==> src/hdl/dbf_pkg.sv <==
// dbf_pkg: constants, types and register map of the per-channel debounce filter
// assumes a 25 MHz sys_clk; all counts derive from it
package dbf_pkg;

  // ------------------------------------------------------------
  // clock and time base
  // ------------------------------------------------------------
  localparam int CLK_HZ = 25000000;
  localparam int TICK_US = 1;
  localparam int TICK_CYCLES = CLK_HZ / 1000000 * TICK_US;
  localparam int TICK_CNT_W = 5;
  localparam logic [TICK_CNT_W-1:0] TICK_LAST = TICK_CNT_W'(TICK_CYCLES - 1);

  // ------------------------------------------------------------
  // debounce times, in ticks of 1 us
  // ------------------------------------------------------------
  localparam int FIXED_US = 4;
  localparam int DLY10_MS = 10;
  localparam int DLY30_MS = 30;
  localparam int DLY100_MS = 100;
  localparam int CNT_W = 17;
  localparam logic [CNT_W-1:0] FIXED_TICKS = CNT_W'(FIXED_US / TICK_US);
  localparam logic [CNT_W-1:0] DLY0_TICKS = CNT_W'(0);
  localparam logic [CNT_W-1:0] DLY10_TICKS = CNT_W'(DLY10_MS * 1000 / TICK_US);
  localparam logic [CNT_W-1:0] DLY30_TICKS = CNT_W'(DLY30_MS * 1000 / TICK_US);
  localparam logic [CNT_W-1:0] DLY100_TICKS = CNT_W'(DLY100_MS * 1000 / TICK_US);

  // ------------------------------------------------------------
  // channels and register map
  // ------------------------------------------------------------
  localparam int NUM_CH = 8;
  localparam int ADDR_W = 8;
  localparam int DATA_W = 8;
  localparam logic [ADDR_W-1:0] REG_CFG0 = 8'h00;
  localparam logic [ADDR_W-1:0] REG_CFG1 = 8'h01;
  localparam logic [ADDR_W-1:0] REG_CFG2 = 8'h02;
  localparam logic [ADDR_W-1:0] REG_CFG3 = 8'h03;
  localparam logic [ADDR_W-1:0] REG_STATUS = 8'h04;
  localparam logic [DATA_W-1:0] CFG_RESET = 8'h00;
  // each config byte holds two channels: low nibble even, high nibble odd
  localparam int FLD_DLY_LSB = 0;
  localparam int FLD_MODE_LSB = 2;
  localparam int FLD_W = 4;

  // ------------------------------------------------------------
  // types
  // ------------------------------------------------------------
  typedef enum logic [1:0] {
    DBF_DLY_0 = 2'b00,
    DBF_DLY_10 = 2'b01,
    DBF_DLY_30 = 2'b10,
    DBF_DLY_100 = 2'b11
  } dbf_dly_type;

  typedef enum logic [1:0] {
    DBF_MODE_DEGLITCH = 2'b00,
    DBF_MODE_LOWPASS = 2'b01,
    DBF_MODE_BLANK = 2'b10,
    DBF_MODE_BLANK_ALT = 2'b11
  } dbf_mode_type;

  typedef struct packed {
    logic [1:0] mode;
    logic [1:0] dly;
  } dbf_cfg_type;

  typedef struct packed {
    logic [ADDR_W-1:0] addr;
    logic [DATA_W-1:0] wdata;
    logic wr;
    logic rd;
  } dbf_bus_type;

endpackage : dbf_pkg

==> src/hdl/dbf_chan.sv <==
// dbf_chan: one channel, fixed stage followed by the selectable stage
// assumes din is already synchronised to sys_clk and tick is a one-cycle pulse
//
// The implementer's own choices: the plain strobed port and the register offsets.
`timescale 1ns/1ps
module dbf_chan
  import dbf_pkg::*;
(
  input wire logic sys_clk,
  input wire logic sys_rst,
  input wire logic tick,
  input wire logic lowpass_only,
  input wire logic high_speed,
  input wire dbf_cfg_type cfg,
  input wire logic din,
  output logic dout
);

  logic fix_out_reg;
  logic [CNT_W-1:0] fix_cnt_reg;
  logic [CNT_W-1:0] cnt_reg;
  logic [CNT_W-1:0] target;
  logic [1:0] mode;
  logic filt_out_reg;

  // ------------------------------------------------------------
  // fixed low-pass stage
  // ------------------------------------------------------------
  // up/down counter towards the fixed time
  always_ff @(posedge sys_clk) begin
    if (sys_rst) begin
      fix_cnt_reg <= '0;
      fix_out_reg <= 1'b0;
    end else if (tick) begin
      if (din != fix_out_reg) begin
        if (fix_cnt_reg + CNT_W'(1) >= FIXED_TICKS) begin
          fix_out_reg <= din;
          fix_cnt_reg <= '0;
        end else begin
          fix_cnt_reg <= fix_cnt_reg + CNT_W'(1);
        end
      end else if (fix_cnt_reg != '0) begin
        fix_cnt_reg <= fix_cnt_reg - CNT_W'(1);
      end
    end
  end

  // delay code to tick count
  always_comb begin
    unique case (cfg.dly)
      DBF_DLY_0: target = DLY0_TICKS;
      DBF_DLY_10: target = DLY10_TICKS;
      DBF_DLY_30: target = DLY30_TICKS;
      DBF_DLY_100: target = DLY100_TICKS;
    endcase
  end

  // parallel variant forces low-pass
  assign mode = lowpass_only ? DBF_MODE_LOWPASS : cfg.mode;

  // ------------------------------------------------------------
  // selectable stage
  // ------------------------------------------------------------
  always_ff @(posedge sys_clk) begin
    if (sys_rst) begin
      cnt_reg <= '0;
      filt_out_reg <= 1'b0;
    end else if (target == '0) begin
      filt_out_reg <= fix_out_reg;
      cnt_reg <= '0;
    end else if (tick) begin
      if (mode == DBF_MODE_DEGLITCH) begin
        // restart on any change, copy once stable
        if (fix_out_reg == filt_out_reg) begin
          cnt_reg <= '0;
        end else if (cnt_reg + CNT_W'(1) >= target) begin
          filt_out_reg <= fix_out_reg;
          cnt_reg <= '0;
        end else begin
          cnt_reg <= cnt_reg + CNT_W'(1);
        end
      end else if (mode == DBF_MODE_LOWPASS) begin
        if (fix_out_reg != filt_out_reg) begin
          if (cnt_reg + CNT_W'(1) >= target) begin
            filt_out_reg <= fix_out_reg;
            cnt_reg <= '0;
          end else begin
            cnt_reg <= cnt_reg + CNT_W'(1);
          end
        end else if (cnt_reg != '0) begin
          cnt_reg <= cnt_reg - CNT_W'(1);
        end
      end else begin
        // blanking: follow at once, then blind for the debounce time
        if (cnt_reg != '0) begin
          cnt_reg <= cnt_reg - CNT_W'(1);
        end else if (fix_out_reg != filt_out_reg) begin
          filt_out_reg <= fix_out_reg;
          cnt_reg <= target;
        end
      end
    end
  end

  // output register, high-speed channels bypass every stage
  always_ff @(posedge sys_clk) begin
    if (sys_rst) begin
      dout <= 1'b0;
    end else begin
      dout <= high_speed ? din : filt_out_reg;
    end
  end

  // ------------------------------------------------------------
  // checks
  // ------------------------------------------------------------
  AST_HS_BYPASS: assert property (@(posedge sys_clk) disable iff (sys_rst)
    high_speed |=> dout == $past(din))
    else $error("high-speed channel not bypassed");

  AST_BLANK_HOLD: assert property (@(posedge sys_clk) disable iff (sys_rst)
    (mode[1] && target != '0 && cnt_reg != '0 && $stable(mode) && $stable(target)) |=> $stable(filt_out_reg))
    else $error("blanking output changed while blind");

  AST_BLANK_LOAD: assert property (@(posedge sys_clk) disable iff (sys_rst)
    (mode[1] && target != '0 && tick && cnt_reg == '0 && fix_out_reg != filt_out_reg) |=> cnt_reg == $past(target))
    else $error("blanking counter not loaded");

  AST_LP_DOWN: assert property (@(posedge sys_clk) disable iff (sys_rst)
    (mode == DBF_MODE_LOWPASS && target != '0 && tick && fix_out_reg == filt_out_reg && cnt_reg != '0)
      |=> cnt_reg == $past(cnt_reg) - CNT_W'(1))
    else $error("low-pass counter did not decrement");

  AST_LP_UP: assert property (@(posedge sys_clk) disable iff (sys_rst)
    (mode == DBF_MODE_LOWPASS && target != '0 && tick && fix_out_reg != filt_out_reg && cnt_reg + CNT_W'(1) < target)
      |=> cnt_reg == $past(cnt_reg) + CNT_W'(1) && $stable(filt_out_reg))
    else $error("low-pass counter did not increment");

  AST_DG_RESTART: assert property (@(posedge sys_clk) disable iff (sys_rst)
    (mode == DBF_MODE_DEGLITCH && target != '0 && tick && fix_out_reg == filt_out_reg) |=> cnt_reg == '0)
    else $error("deglitch counter not restarted");

endmodule : dbf_chan

==> src/hdl/dbf_top.sv <==
// dbf_top: eight-channel debounce filter with its configuration registers
// assumes field inputs are asynchronous; register port is on sys_clk
// Contract
// delay code 00/01/10/11 adds 0/10/30/100 ms of debounce time.
// every low-speed channel always passes a fixed 4 us low-pass stage first.
// mode 00 is deglitch, 01 is low-pass, 1x is blanking.
// each of the eight channels has its own mode and delay code.
// the parallel-output variant runs every low-speed channel in low-pass only.
// deglitch copies the input only after it stays unchanged for the full debounce time.
// low-pass counts up while the input differs from the output.
// low-pass counts down while the input equals the output, keeping the credit.
// low-pass output takes the input once the count reaches the debounce time.
// the blanking counter starts at zero.
// blanking follows a change at once when the counter is zero and loads it.
// blanking counts down every tick and ignores the input meanwhile.
// at blanking expiry a differing input is taken at once and the counter reloaded.
// at blanking expiry with equal input the next change is taken at once and reloads.
// high-speed channels bypass all filtering.
// settings are 32 bits in four one-byte readable and writable registers.
// counters run from a common tick, codes map to fixed counts, reset clears all.
`timescale 1ns/1ps
module dbf_top
  import dbf_pkg::*;
(
  input wire logic sys_clk,
  input wire logic sys_rst,
  input wire logic lowpass_only,
  input wire logic [NUM_CH-1:0] high_speed,
  input wire logic [NUM_CH-1:0] field_in,
  input wire logic [ADDR_W-1:0] reg_addr,
  input wire logic [DATA_W-1:0] reg_wdata,
  input wire logic reg_wr,
  input wire logic reg_rd,
  output logic [DATA_W-1:0] reg_rdata,
  output logic [NUM_CH-1:0] filt_out
);

  logic [NUM_CH-1:0] sync1_reg;
  logic [NUM_CH-1:0] sync2_reg;
  logic [TICK_CNT_W-1:0] tick_cnt_reg;
  logic tick_reg;
  logic [DATA_W-1:0] cfg_reg [4];
  logic [NUM_CH-1:0] ch_out;
  dbf_bus_type bus;

  assign bus = '{addr: reg_addr, wdata: reg_wdata, wr: reg_wr, rd: reg_rd};

  // ------------------------------------------------------------
  // input synchroniser
  // ------------------------------------------------------------
  // two flops per field input
  always_ff @(posedge sys_clk) begin
    if (sys_rst) begin
      sync1_reg <= '0;
      sync2_reg <= '0;
    end else begin
      sync1_reg <= field_in;
      sync2_reg <= sync1_reg;
    end
  end

  // ------------------------------------------------------------
  // common time base
  // ------------------------------------------------------------
  // one pulse every microsecond
  always_ff @(posedge sys_clk) begin
    if (sys_rst) begin
      tick_cnt_reg <= '0;
      tick_reg <= 1'b0;
    end else if (tick_cnt_reg == TICK_LAST) begin
      tick_cnt_reg <= '0;
      tick_reg <= 1'b1;
    end else begin
      tick_cnt_reg <= tick_cnt_reg + TICK_CNT_W'(1);
      tick_reg <= 1'b0;
    end
  end

  // ------------------------------------------------------------
  // configuration registers
  // ------------------------------------------------------------
  // write decode; unmapped addresses are ignored
  always_ff @(posedge sys_clk) begin
    if (sys_rst) begin
      for (int i = 0; i < 4; i++) begin
        cfg_reg[i] <= CFG_RESET;
      end
    end else if (bus.wr) begin
      unique case (bus.addr)
        REG_CFG0: cfg_reg[0] <= bus.wdata;
        REG_CFG1: cfg_reg[1] <= bus.wdata;
        REG_CFG2: cfg_reg[2] <= bus.wdata;
        REG_CFG3: cfg_reg[3] <= bus.wdata;
        default: ;
      endcase
    end
  end

  // read data one cycle after the strobe; unmapped reads zero
  always_ff @(posedge sys_clk) begin
    if (sys_rst) begin
      reg_rdata <= '0;
    end else if (bus.rd) begin
      unique case (bus.addr)
        REG_CFG0: reg_rdata <= cfg_reg[0];
        REG_CFG1: reg_rdata <= cfg_reg[1];
        REG_CFG2: reg_rdata <= cfg_reg[2];
        REG_CFG3: reg_rdata <= cfg_reg[3];
        REG_STATUS: reg_rdata <= ch_out;
        default: reg_rdata <= '0;
      endcase
    end else begin
      reg_rdata <= '0;
    end
  end

  // ------------------------------------------------------------
  // channels
  // ------------------------------------------------------------
  // one filter per channel with its own nibble
  for (genvar g = 0; g < NUM_CH; g++) begin : g_ch
    dbf_cfg_type ch_cfg;
    assign ch_cfg = dbf_cfg_type'(cfg_reg[g/2][(g%2)*FLD_W +: FLD_W]);
    dbf_chan u_chan (
      .sys_clk(sys_clk),
      .sys_rst(sys_rst),
      .tick(tick_reg),
      .lowpass_only(lowpass_only),
      .high_speed(high_speed[g]),
      .cfg(ch_cfg),
      .din(sync2_reg[g]),
      .dout(ch_out[g])
    );
  end

  assign filt_out = ch_out;

  // ------------------------------------------------------------
  // checks
  // ------------------------------------------------------------
  AST_TICK_PERIOD: assert property (@(posedge sys_clk) disable iff (sys_rst)
    tick_reg |=> !tick_reg [*8] ##1 !tick_reg [*8] ##1 !tick_reg [*8] ##1 tick_reg)
    else $error("tick spacing wrong");

  AST_CFG_WRITE: assert property (@(posedge sys_clk) disable iff (sys_rst)
    (bus.wr && bus.addr == REG_CFG2) |=> cfg_reg[2] == $past(bus.wdata))
    else $error("config write lost");

  AST_RD_LATENCY: assert property (@(posedge sys_clk) disable iff (sys_rst)
    (bus.rd && bus.addr == REG_CFG1 && !bus.wr) |=> reg_rdata == $past(cfg_reg[1]))
    else $error("config read wrong");

  AST_UNMAPPED_RD: assert property (@(posedge sys_clk) disable iff (sys_rst)
    (bus.rd && bus.addr > REG_STATUS) |=> reg_rdata == '0)
    else $error("unmapped read not zero");

endmodule : dbf_top

==> config.mk <==
export PLATFORM = sky130hd
export DESIGN_NAME = dbf_top
export DESIGN_NICKNAME = d
export VERILOG_FILES = /design/src/hdl/dbf_pkg.sv /design/src/hdl/dbf_chan.sv /design/src/hdl/dbf_top.sv
export SDC_FILE = /design/constraint.sdc
export NUM_CORES = 1
export LEC_CHECK = 0
export BUFFER_PORTS_ARGS = -buffer_cell sky130_fd_sc_hd__buf_2
export CORE_MARGIN = 5
export CORE_UTILIZATION = 49
export DETAILED_ROUTE_END_ITERATION = 16
export GPL_TIMING_DRIVEN = 0
export HOLD_SLACK_MARGIN = 0.15
export PLACE_DENSITY = 0.72
export SYNTH_ARGS = -nofsm -noshare
export SYNTH_HDL_FRONTEND = slang
export SYNTH_SLANG_ARGS = --single-unit
export TNS_END_PERCENT = 10
==> constraint.sdc <==
create_clock -name sys_clk -period 4.4 [get_ports sys_clk]
set_clock_uncertainty 0.05 [all_clocks]
set_input_delay 0.66 -clock sys_clk [delete_from_list [all_inputs] [get_ports sys_clk]]
set_output_delay 0.66 -clock sys_clk [all_outputs]
set_load 0.01 [all_outputs]
== Yosys cells after proc, flatten, opt, wreduce, memory -nomap -nowiden ==
Memories as Yosys holds them, arrays and structs flattened.
Cells that the tools add are included.
Widths: inputs -> output; s select.
Storage, ports and cells
  bits in registers: 326
  bits in writable memories: 32
  output and inout port bits: 16
  memories: 1
Memories
  cfg_reg: words 4, bits a word 8, rd ports 4, clocked after memory_dff 0, wr ports 4, RTL line dbf_top.sv:42  | logic [DATA_W-1:0] cfg_reg [4];
Operators by class
  add/sub/neg operators: 33
  order comparisons: 16
  equal/unequal tests: 77
  multiplexer cells: 208
  bitwise logic cells: 5
  reductions and logical operators: 115
Operators by type and width (number)
  $mux 17: 88
  $pmux 17 s4: 8
  $add 17x1->17 const B: 16
  $reduce_bool 17->1: 16
  $sub 17x1->17 const B: 16
  $ge 17x17->1: 8
  $ge 17x3->1 const B: 8
  $logic_not 17->1: 8
  $mux 1: 99
  $reduce_bool 3->1: 16
  $pmux 8 s5: 1
  $eq 2x1->1 const B: 16
  $eq 2x2->1 const B: 16
  $logic_not 2->1: 16
  $mux 8: 4
  $ne 4x1->1 const B: 8
  $reduce_and 2->1: 16
  $reduce_and 4->1: 8
  $reduce_bool 2->1: 16
  $ne 3x2->1 const B: 8
  $reduce_and 3->1: 8
  $reduce_or 2->1: 10
  $eq 8x2->1 const B: 2
  $mux 2: 8
  other kinds (9): 34

== Longest topological paths before layout ==
Gate-level depths: netlist of the first run.
  depth in word-level cells: 9
  mapped depth: 19

== Cells and area by module ==
From an unflattened synthesis of the first run, not the netlist that was laid out.
Second synthesis, totals
  cells, all modules: 3788
  area, all modules: 29689.7 um2
By module, submodules not included
  dbf_chan at g_ch[0].u_chan ...: times used 6, cells each 446, area an instance 3378.2 um2, seq. area each 740.7 um2
  dbf_chan at g_ch[7].u_chan: times used 1, cells each 459, area an instance 3487.1 um2, seq. area each 740.7 um2
  dbf_chan at g_ch[2].u_chan: times used 1, cells each 449, area an instance 3463.3 um2, seq. area each 740.7 um2
  dbf_top: times used 1, cells each 204, area an instance 2469.9 um2, seq. area each 1561.5 um2

== Least setup slack after synthesis of the first run ==
No wires, ideal clock.
  kind: register to register
  from: register g_ch[7].u_chan.cnt_reg[3]
  to: register g_ch[7].u_chan.cnt_reg[0]
  arrival time: 3850 ps
  data required time: 4224 ps
  setup slack: 374 ps
  stages on the path, launching flop included: 19
  buffers on the path: 3
  cell sequence: dfxtp_1 > clkbuf_1 > and3_1 > nand3_1 > nor3_1 > nand3_1 > nor3_1 > xor2_1 > ha_1 > nand4_1 > nor3_1 > or3b_1 > a22oi_1 > a41oi_1 > and4_1 > buf_2 > buf_2 > o2111ai_1 > o31ai_1
On the way
  cells in the longest elaborated chain, start to end: 6
Ends and longest elaborated chain
  start, declared: RTL line dbf_chan.sv:21  | logic [CNT_W-1:0] cnt_reg;
  start signal, assigned: RTL line dbf_chan.sv:80  | cnt_reg <= cnt_reg + CNT_W'(1);
  start signal, assigned: RTL line dbf_chan.sv:88  | cnt_reg <= cnt_reg + CNT_W'(1);
  start signal, assigned: RTL line dbf_chan.sv:91  | cnt_reg <= cnt_reg - CNT_W'(1);
  $add 17x1->17: RTL line dbf_chan.sv:76, dbf_chan.sv:84
  $ge 17x17->1: RTL line dbf_chan.sv:76, dbf_chan.sv:84
  $mux 17: RTL line dbf_chan.sv:76, dbf_chan.sv:84
  $mux 17: RTL line dbf_chan.sv:83  | if (fix_out_reg != filt_out_reg) begin
  $mux 17: RTL line dbf_chan.sv:82  | end else if (mode == DBF_MODE_LOWPASS) begin
  $mux 17: RTL line dbf_chan.sv:72  | if (mode == DBF_MODE_DEGLITCH) begin
Several ways; a longest one is shown, not always the timed one.
A chain may end at the register's enable or synchronous reset.

== Final worst setup path of the first run ==
  from: register g_ch[7].u_chan.cnt_reg[2]
  to: register g_ch[7].u_chan.cnt_reg[0]
The elaborated chain is that of the path after synthesis.

==> metrics.md, run 1 <==
| Metric | Value |
|---|---|
| Outcome | finished, final reports clean |
| Commonest non-fill, non-tap cell in the layout | nor2_1 |
| TritonRoute pass-1 iters | 8 |
| Die ar. | about 63,000 um2 |
| Syn Inst Count | 3,790 |
| Post-synth net total | 4,022 |
| CP startpoint kind | register |
| Core Box Area | roughly 58,000 um2 |
| Asr flop ratio synth | 0% |
| Area share of fa/ha/maj cells after synthesis | under 10% |
| First-pass GRT wire length | ~130,000 um |
| Multi-input combinational cell area | approximately 19,000 um2 |
| Number of max-cap violations | 0 |
| Clock tree root buffer cell | clkbuf_16 |
| Synthesized area | roughly 28,000 um2 |
| Core Rows | 88 |
| Reg2reg setup slack | 0.22 ns |
| Synth Area in XOR/XNOR | under 10% |
| Pleak | 12.9 nW |
| Worst Hold Margin | ~0.25 ns |
| WP data arrival | 4.59 ns |
| CTS sink count | 358 |
| Pins Over Slew Limit | 0 |
| Synth top area share | a little under a quarter |
| Yosys Warn Count | 0 |
| Reg area | around 7500 um2 |
| Rel. slew slack | 18.0% |
| Total grt overflow | 0 |
| Top cells by area, synth | dfxtp_1 23%, ha_1 8.6%, a21oi_1 5.5% |
| Area growth, synth to finish | 10.3% |
| Synth cell types | around 110 |
| CTS Buf Count | 45 |
| CTS max path bufs | 3 |
| # setup viols final | 0 |
| H-tree depth | 2 |
| Routed Wire Length | 83,500 um |
| Antenna diodes | 0 |
| Post-synth top area cell | dfxtp_1 |
| Power per cell area | ~240 nW/um2 |
| Initial DRC count | ~2,500 |
| Synth Area in Simple Gates | between 20 and 30% |
| Worst Max-Slew Pin Slew | around 1.2 ns |
| RSZ-0062 raised after global routing | yes |
| PnR worst setup slack | 0.220 ns |
| PortBufs | slightly above 50 |
| Layout cell share with drive strength beyond 1 | 8.46% |
| Chip Width | between 200 and 300 um |
| Largest net degree at the start of global routing | 13 |
| WL per Instance | between 15 and 20 um |
| Post-synth EDFFs | 32 |
| Starting Density | between 40 and 50% |
| CTS Hold Bufs | 0 |
| Main flop type after synthesis | dfxtp_1 |
| Gr usage total | about 25% |
| Worst skew pair latency | 0.59 ns |
| Residual DRC | 0 |
| Final period utilization | a little over nine tenths |
| Fill cell total of the finished layout | around 5,600 |
| Critical path class | register to register |
| Final hold violation count | 0 |
| Final Instance Area | between 30,000 and 40,000 um2 |
| CTS clk-pin slew, worst paths | 0.06 ns |
| DP Worst Slack | -0.566 ns |
| Synth Area in Compound Gates | a little over a fifth |
| Global placer's final weighted congestion | 0.949 |
| Largest family of logic cells by synthesized area | simple AND/OR/NAND/NOR gates |
| Die Y | between 200 and 300 um |
| Setup crit end kind | register |
| Area after DPL | just under 30,000 um2 |
| Most frequent cells in the layout | 390 x nor2_1, 319 x dfxtp_1, 313 x a21oi_1 |
| VDD IR max | 430 uV |
| Post-synthesis sequential area ratio | between 20% and 30% |
| Synth Area per Inst | about 7.5 um2 |
| Num ports | 53 |
| HP Class | input port to register |
| Setup tns final | 0 ns |
| Hpwl dp | approximately 60,000 um |
| Synth Register Bits | approximately 360 |
| CP Max Fanout | 10 |
| CTS tree | done |
| Mux contribution to synthesized area | under 10% |
| Antenna Nets Post-Route | 0 |
| Tmin final | ~4.2 ns |
| WP data required | approximately 4.8 ns |
| Vias per std cell | between 6 and 7 |
| Final #Nets | roughly 4,100 |
| Vias in the first global route | 25,751 |
| Antenna violations before repair | 0 |
| DR vias | 28,271 |
| Max frequency | between 200 and 250 MHz |
==> cell usage after synthesis, drive strengths merged, types with 35 or more instances <==
cell,count
a211oi,40
a21oi,318
a31oi,35
and2,52
and3,61
buf,79
clkbuf,197
dfxtp,326
ha,195
inv,130
nand2,277
nand3,156
nand4,69
nor2,395
nor2b,38
nor3,204
nor4,82
o211ai,35
o21ai,295
or3,40
xnor2,164
xor2,122
==> layout make-up <==
cell class,count,share of cell area (%)
multi-input cells,3026,61.8
flip-flops and latches,358,23.9
clock buffers,58,4.03
plain buffers,273,3.94
well taps,765,3.05
inverters,130,1.55
repair buffers,61,1.05
clock inverters,19,0.654
==> worst paths after layout <==
path                                               start                                      to  depth (start not counted)
setup / recovery  g_ch[7].u_chan.cnt_reg[2]$_SDFFE_PP0P_  g_ch[7].u_chan.cnt_reg[0]$_SDFFE_PP0P_                         18
hold / removal                               field_in[2]                 sync1_reg[2]$_SDFF_PP0_                          2
setup reg to reg  g_ch[7].u_chan.cnt_reg[2]$_SDFFE_PP0P_  g_ch[7].u_chan.cnt_reg[0]$_SDFFE_PP0P_                         18
hold reg to reg                  sync1_reg[4]$_SDFF_PP0_                 sync2_reg[4]$_SDFF_PP0_                          1
==> metal layers <==
| layer | up-vias | track usage [%] | share of wire (%) |
|---|---|---|---|
| met4 | 0 | 7.97 | 2.8 |
| met5 | - | 0 | 0 |
| met2 | 1013 | 39.7 | 44 |
| li1 | 13906 | - | - |
| met3 | 159 | 4.14 | 7.7 |
| met1 | 13193 | 34.7 | 46 |
==> repair_timing <==
action	CTS	global route
endpoints found under the hold margin	0	0
resized for setup	13	42
setup endpoints to repair	81	116
setup buffers	0	10
pin swaps	0	5
==> metrics by stage <==
stage               util, %  instances  power, mW
floorplan                 -       3790       3.72
global placement       51.5       4606       3.91
detailed placement     51.5       4606       3.91
CTS                    54.2       4683       7.68
global route           54.5       4690       7.87
finish                 54.5       4690       7.62
==> power breakdown <==
group          switching, mW  internal, mW  total [mW]
logic                  0.348         0.155       0.503
registers             0.0372          3.31        3.35
clock network           1.52          2.25        3.77
==> worst max-delay path: stages, from the launching register on <==
cell and delay (ns):
dfxtp_1 0.30, buf_2 0.19, and3_1 0.23, nand3_2 0.18
nor3_4 0.25, nand3_2 0.15, nor3_2 0.24, xor2_1 0.13
ha_1 0.34, nand4_1 0.15, nor3_1 0.22, or3b_1 0.39
a22oi_1 0.19, a41oi_1 0.10, and4_1 0.22, buf_2 0.18
buf_2 0.23, o2111ai_1 0.21, o31ai_1 0.09
==> cell families after synthesis <==
logic type | count (synthesis)
buf+inv | 406
compound gates | 989
flops | 358
mux | 30
xor+xnor | 286
fa+ha+maj | 195
simple gates | 1526
Note: power is estimated with default switching activity, not from simulation.
==> run 2, diff against run 1 <==
--- a/config.mk
+++ b/config.mk
@@ -6,12 +6,12 @@
 export NUM_CORES = 1
 export LEC_CHECK = 0
 export BUFFER_PORTS_ARGS = -buffer_cell sky130_fd_sc_hd__buf_2
-export CORE_MARGIN = 5
-export CORE_UTILIZATION = 49
+export CORE_MARGIN = 8
+export CORE_UTILIZATION = 51
 export DETAILED_ROUTE_END_ITERATION = 16
 export GPL_TIMING_DRIVEN = 0
 export HOLD_SLACK_MARGIN = 0.15
-export PLACE_DENSITY = 0.72
+export PLACE_DENSITY = 0.74
 export SYNTH_ARGS = -nofsm -noshare
 export SYNTH_HDL_FRONTEND = slang
 export SYNTH_SLANG_ARGS = --single-unit
==> metrics.md, run 2 (synthesis gave the netlist of run 1 again) <==
| Metric | Value |
|---|---|
| Critical path class | register to register (unchanged) |
| Final cell count without fillers | 4,676 (was 4,690) |
| Power per cell area | 242 nW/um2 (was 243 nW/um2) |
| Vias in the first global route | 25,834 (was 25,751) |
| Inst Count DP | 4,589 (was 4,606) |
| Core Rows | 86 (was 88) |
| CTS tree | done (unchanged) |
| WL per Instance | 17.8 um (about the same) |
| CP bufs+invs | 4 (was 3) |
| Residual DRC | 0 (unchanged) |
| # setup viols final | 0 (unchanged) |
| H-tree depth | 2 (unchanged) |
| CTS clk-pin slew, worst paths | 0.06 ns (about the same) |
| Final #Nets | 4,126 (was 4,127) |
| CTS max path bufs | 3 (unchanged) |
| CTS Hold Bufs | 0 (unchanged) |
| Largest net degree at the start of global routing | 15 (was 13) |
| Layout cell share with drive strength beyond 1 | 8.28% (was 8.46%) |
| DR vias | 28,420 (was 28,271) |
| Pleak | 12.8 nW (was 12.9 nW) |
| Pins Over Slew Limit | 0 (unchanged) |
| Final Instance Area | 31,400 um2 (about the same) |
| Slowest-stage cell, CP | clkdlybuf4s15_1 (was or3b_1) |
| Core Box Area | 55,100 um2 (was 57,600 um2) |
| Outcome | finished, final reports clean (unchanged) |
| HP Class | input port to register (unchanged) |
| Commonest non-fill, non-tap cell in the layout | nor2_1 (unchanged) |
| CP cell instances | clkdlybuf4s15_1 > clkbuf_2 > clkbuf_1 > clkbuf_1 > o2111ai_1 > a221oi_1 (was buf_2 > and3_1 > nand3_2 > nor3_4 > nand3_2 > nor3_2 > xor2_1 > ha_1 > nand4_1 > nor3_1 > or3b_1 > a22oi_1 > a41oi_1 > and4_1 > buf_2 > buf_2 > o2111ai_1 > o31ai_1) |
| Global placer's final weighted congestion | 0.945 (was 0.949) |
| Clock tree root buffer cell | clkbuf_16 (unchanged) |
| Total grt overflow | 0 (unchanged) |
| Most frequent CP cell | clkbuf_1 (was buf_2) |
| Max frequency | 235 MHz (was 239 MHz) |
| Number of max-cap violations | 0 (unchanged) |
| Slowest stage delay, CP | 1.00 ns (was 0.39 ns) |
| Routed Wire Length | 83,100 um (was 83,500 um) |
| WP data arrival | 4.69 ns (was 4.59 ns) |
| Top delay family on crit path | buffers and inverters (was simple AND/OR/NAND/NOR gates) |
| CP startpoint kind | register (unchanged) |
| PortBufs | 51 (unchanged) |
| VDD IR max | 339 uV (was 430 uV) |
| Area after DPL | 29,600 um2 (was 29,700 um2) |
| Num ports | 53 (unchanged) |
| Worst skew pair latency | 0.58 ns (was 0.59 ns) |
| Die ar. | 63,600 um2 (was 63,000 um2) |
| WP data required | 4.83 ns (was 4.81 ns) |
| Most frequent cells in the layout | 391 x nor2_1, 320 x dfxtp_1, 314 x a21oi_1 (was 390 x nor2_1, 319 x dfxtp_1, 313 x a21oi_1) |
| Initial DRC count | 2,848 (was 2,513) |
| Chip Width | 252 um (was 251 um) |
| Antenna violations before repair | 1 (was 0) |
| Die Y | 252 um (was 251 um) |
| First-pass GRT wire length | 134,000 um (was 133,000 um) |
| Final hold violation count | 0 (unchanged) |
| CTS Buf Count | 44 (was 45) |
| CTS sink count | 358 (unchanged) |
| Setup crit end kind | register (unchanged) |
| Starting Density | 51.7% (was 49.4%) |
| CP Max Fanout | 10 (unchanged) |
| Vias per std cell | 6.08 (was 6.03) |
| Tmin final | 4.26 ns (was 4.18 ns) |
| Hpwl dp | 60,500 um (was 60,200 um) |
| Rel. slew slack | 17.3% (was 18.0%) |
| Area growth, synth to finish | 10.2% (was 10.3%) |
| Antenna Nets Post-Route | 0 (unchanged) |
| TritonRoute pass-1 iters | 6 (was 8) |
| Setup tns final | 0 ns (unchanged) |
| Worst Max-Slew Pin Slew | 1.23 ns (was 1.22 ns) |
| Gr usage total | 25.0% (was 24.9%) |
| Final period utilization | 96.9% (was 95.0%) |
==> run 2: what timing repair did <==
action / 4_1_cts / 5_1_grt
pin swaps: 1 / 7
endpoints found under the setup margin: 66 / 111
gates resized for setup: 13 / 32
setup buffers: 0 / 9
==> run 2: per-stage QoR <==
step	worst slack, ns	power, mW	hold slack (ns)	util [%]
floorplan	0.374	3.72	0.364	-
global placement	-0.420	3.90	0.371	53.8
detailed placement	-0.413	3.91	0.375	53.8
CTS	0.0282	7.67	0.197	56.6
global route	-0.0233	7.85	0.238	56.9
finish	0.137	7.60	0.235	56.9
==> run 2: area by class of cell <==
class                   instances  area, um2
fillers                      5257      23700
clock inverters                25        314
plain buffers                 274       1240
repair buffers                 60        323
inverters                     130        488
well taps                     748        936
flip-flops and latches        358       7490
multi-input cells            3026      19400
diodes                          1       2.50
clock buffers                  54       1160
==> run 2: path summary, 6_finish.rpt <==
| check | start | to | slack, ns | depth (start not counted) |
|---|---|---|---|---|
| min reg2reg | sync1_reg[4]$_SDFF_PP0_ | sync2_reg[4]$_SDFF_PP0_ | 0.39 | 1 |
| max | tick_reg$_SDFF_PP0_ | g_ch[5].u_chan.filt_out_reg$_SDFFE_PP0P_ | 0.14 | 6 |
| max reg2reg | tick_reg$_SDFF_PP0_ | g_ch[5].u_chan.filt_out_reg$_SDFFE_PP0P_ | 0.14 | 6 |
| min | field_in[2] | sync1_reg[2]$_SDFF_PP0_ | 0.24 | 2 |
==> run 2: worst reg2reg max path, delay by kind of cell, from the launching register on <==
family | cells | cell delay, ns
buffers and inverters | 4 | 3.18
AO/OA/AOI/OAI | 2 | 0.52
flip-flops | 1 | 0.43
==> run 2: report_power, final <==
group / leakage, nW / internal, mW / total (mW) / switching [mW]
clock: 0.711 / 2.23 / 3.75 / 1.51
sequential: 2.94 / 3.31 / 3.35 / 0.0360
combinational: 9.20 / 0.155 / 0.500 / 0.346
total: 12.8 / 5.70 / 7.60 / 1.89
==> run 2: per-layer routing <==
layer  vias to the layer above  global-route usage (%)  wire length [um]
met5                         -                       0                 0
met4                         0                    10.9              3490
met3                       218                    3.70              6420
met2                      1084                    39.3             36000
met1                     13180                    33.9             37100
li1                      13938                       -                 -
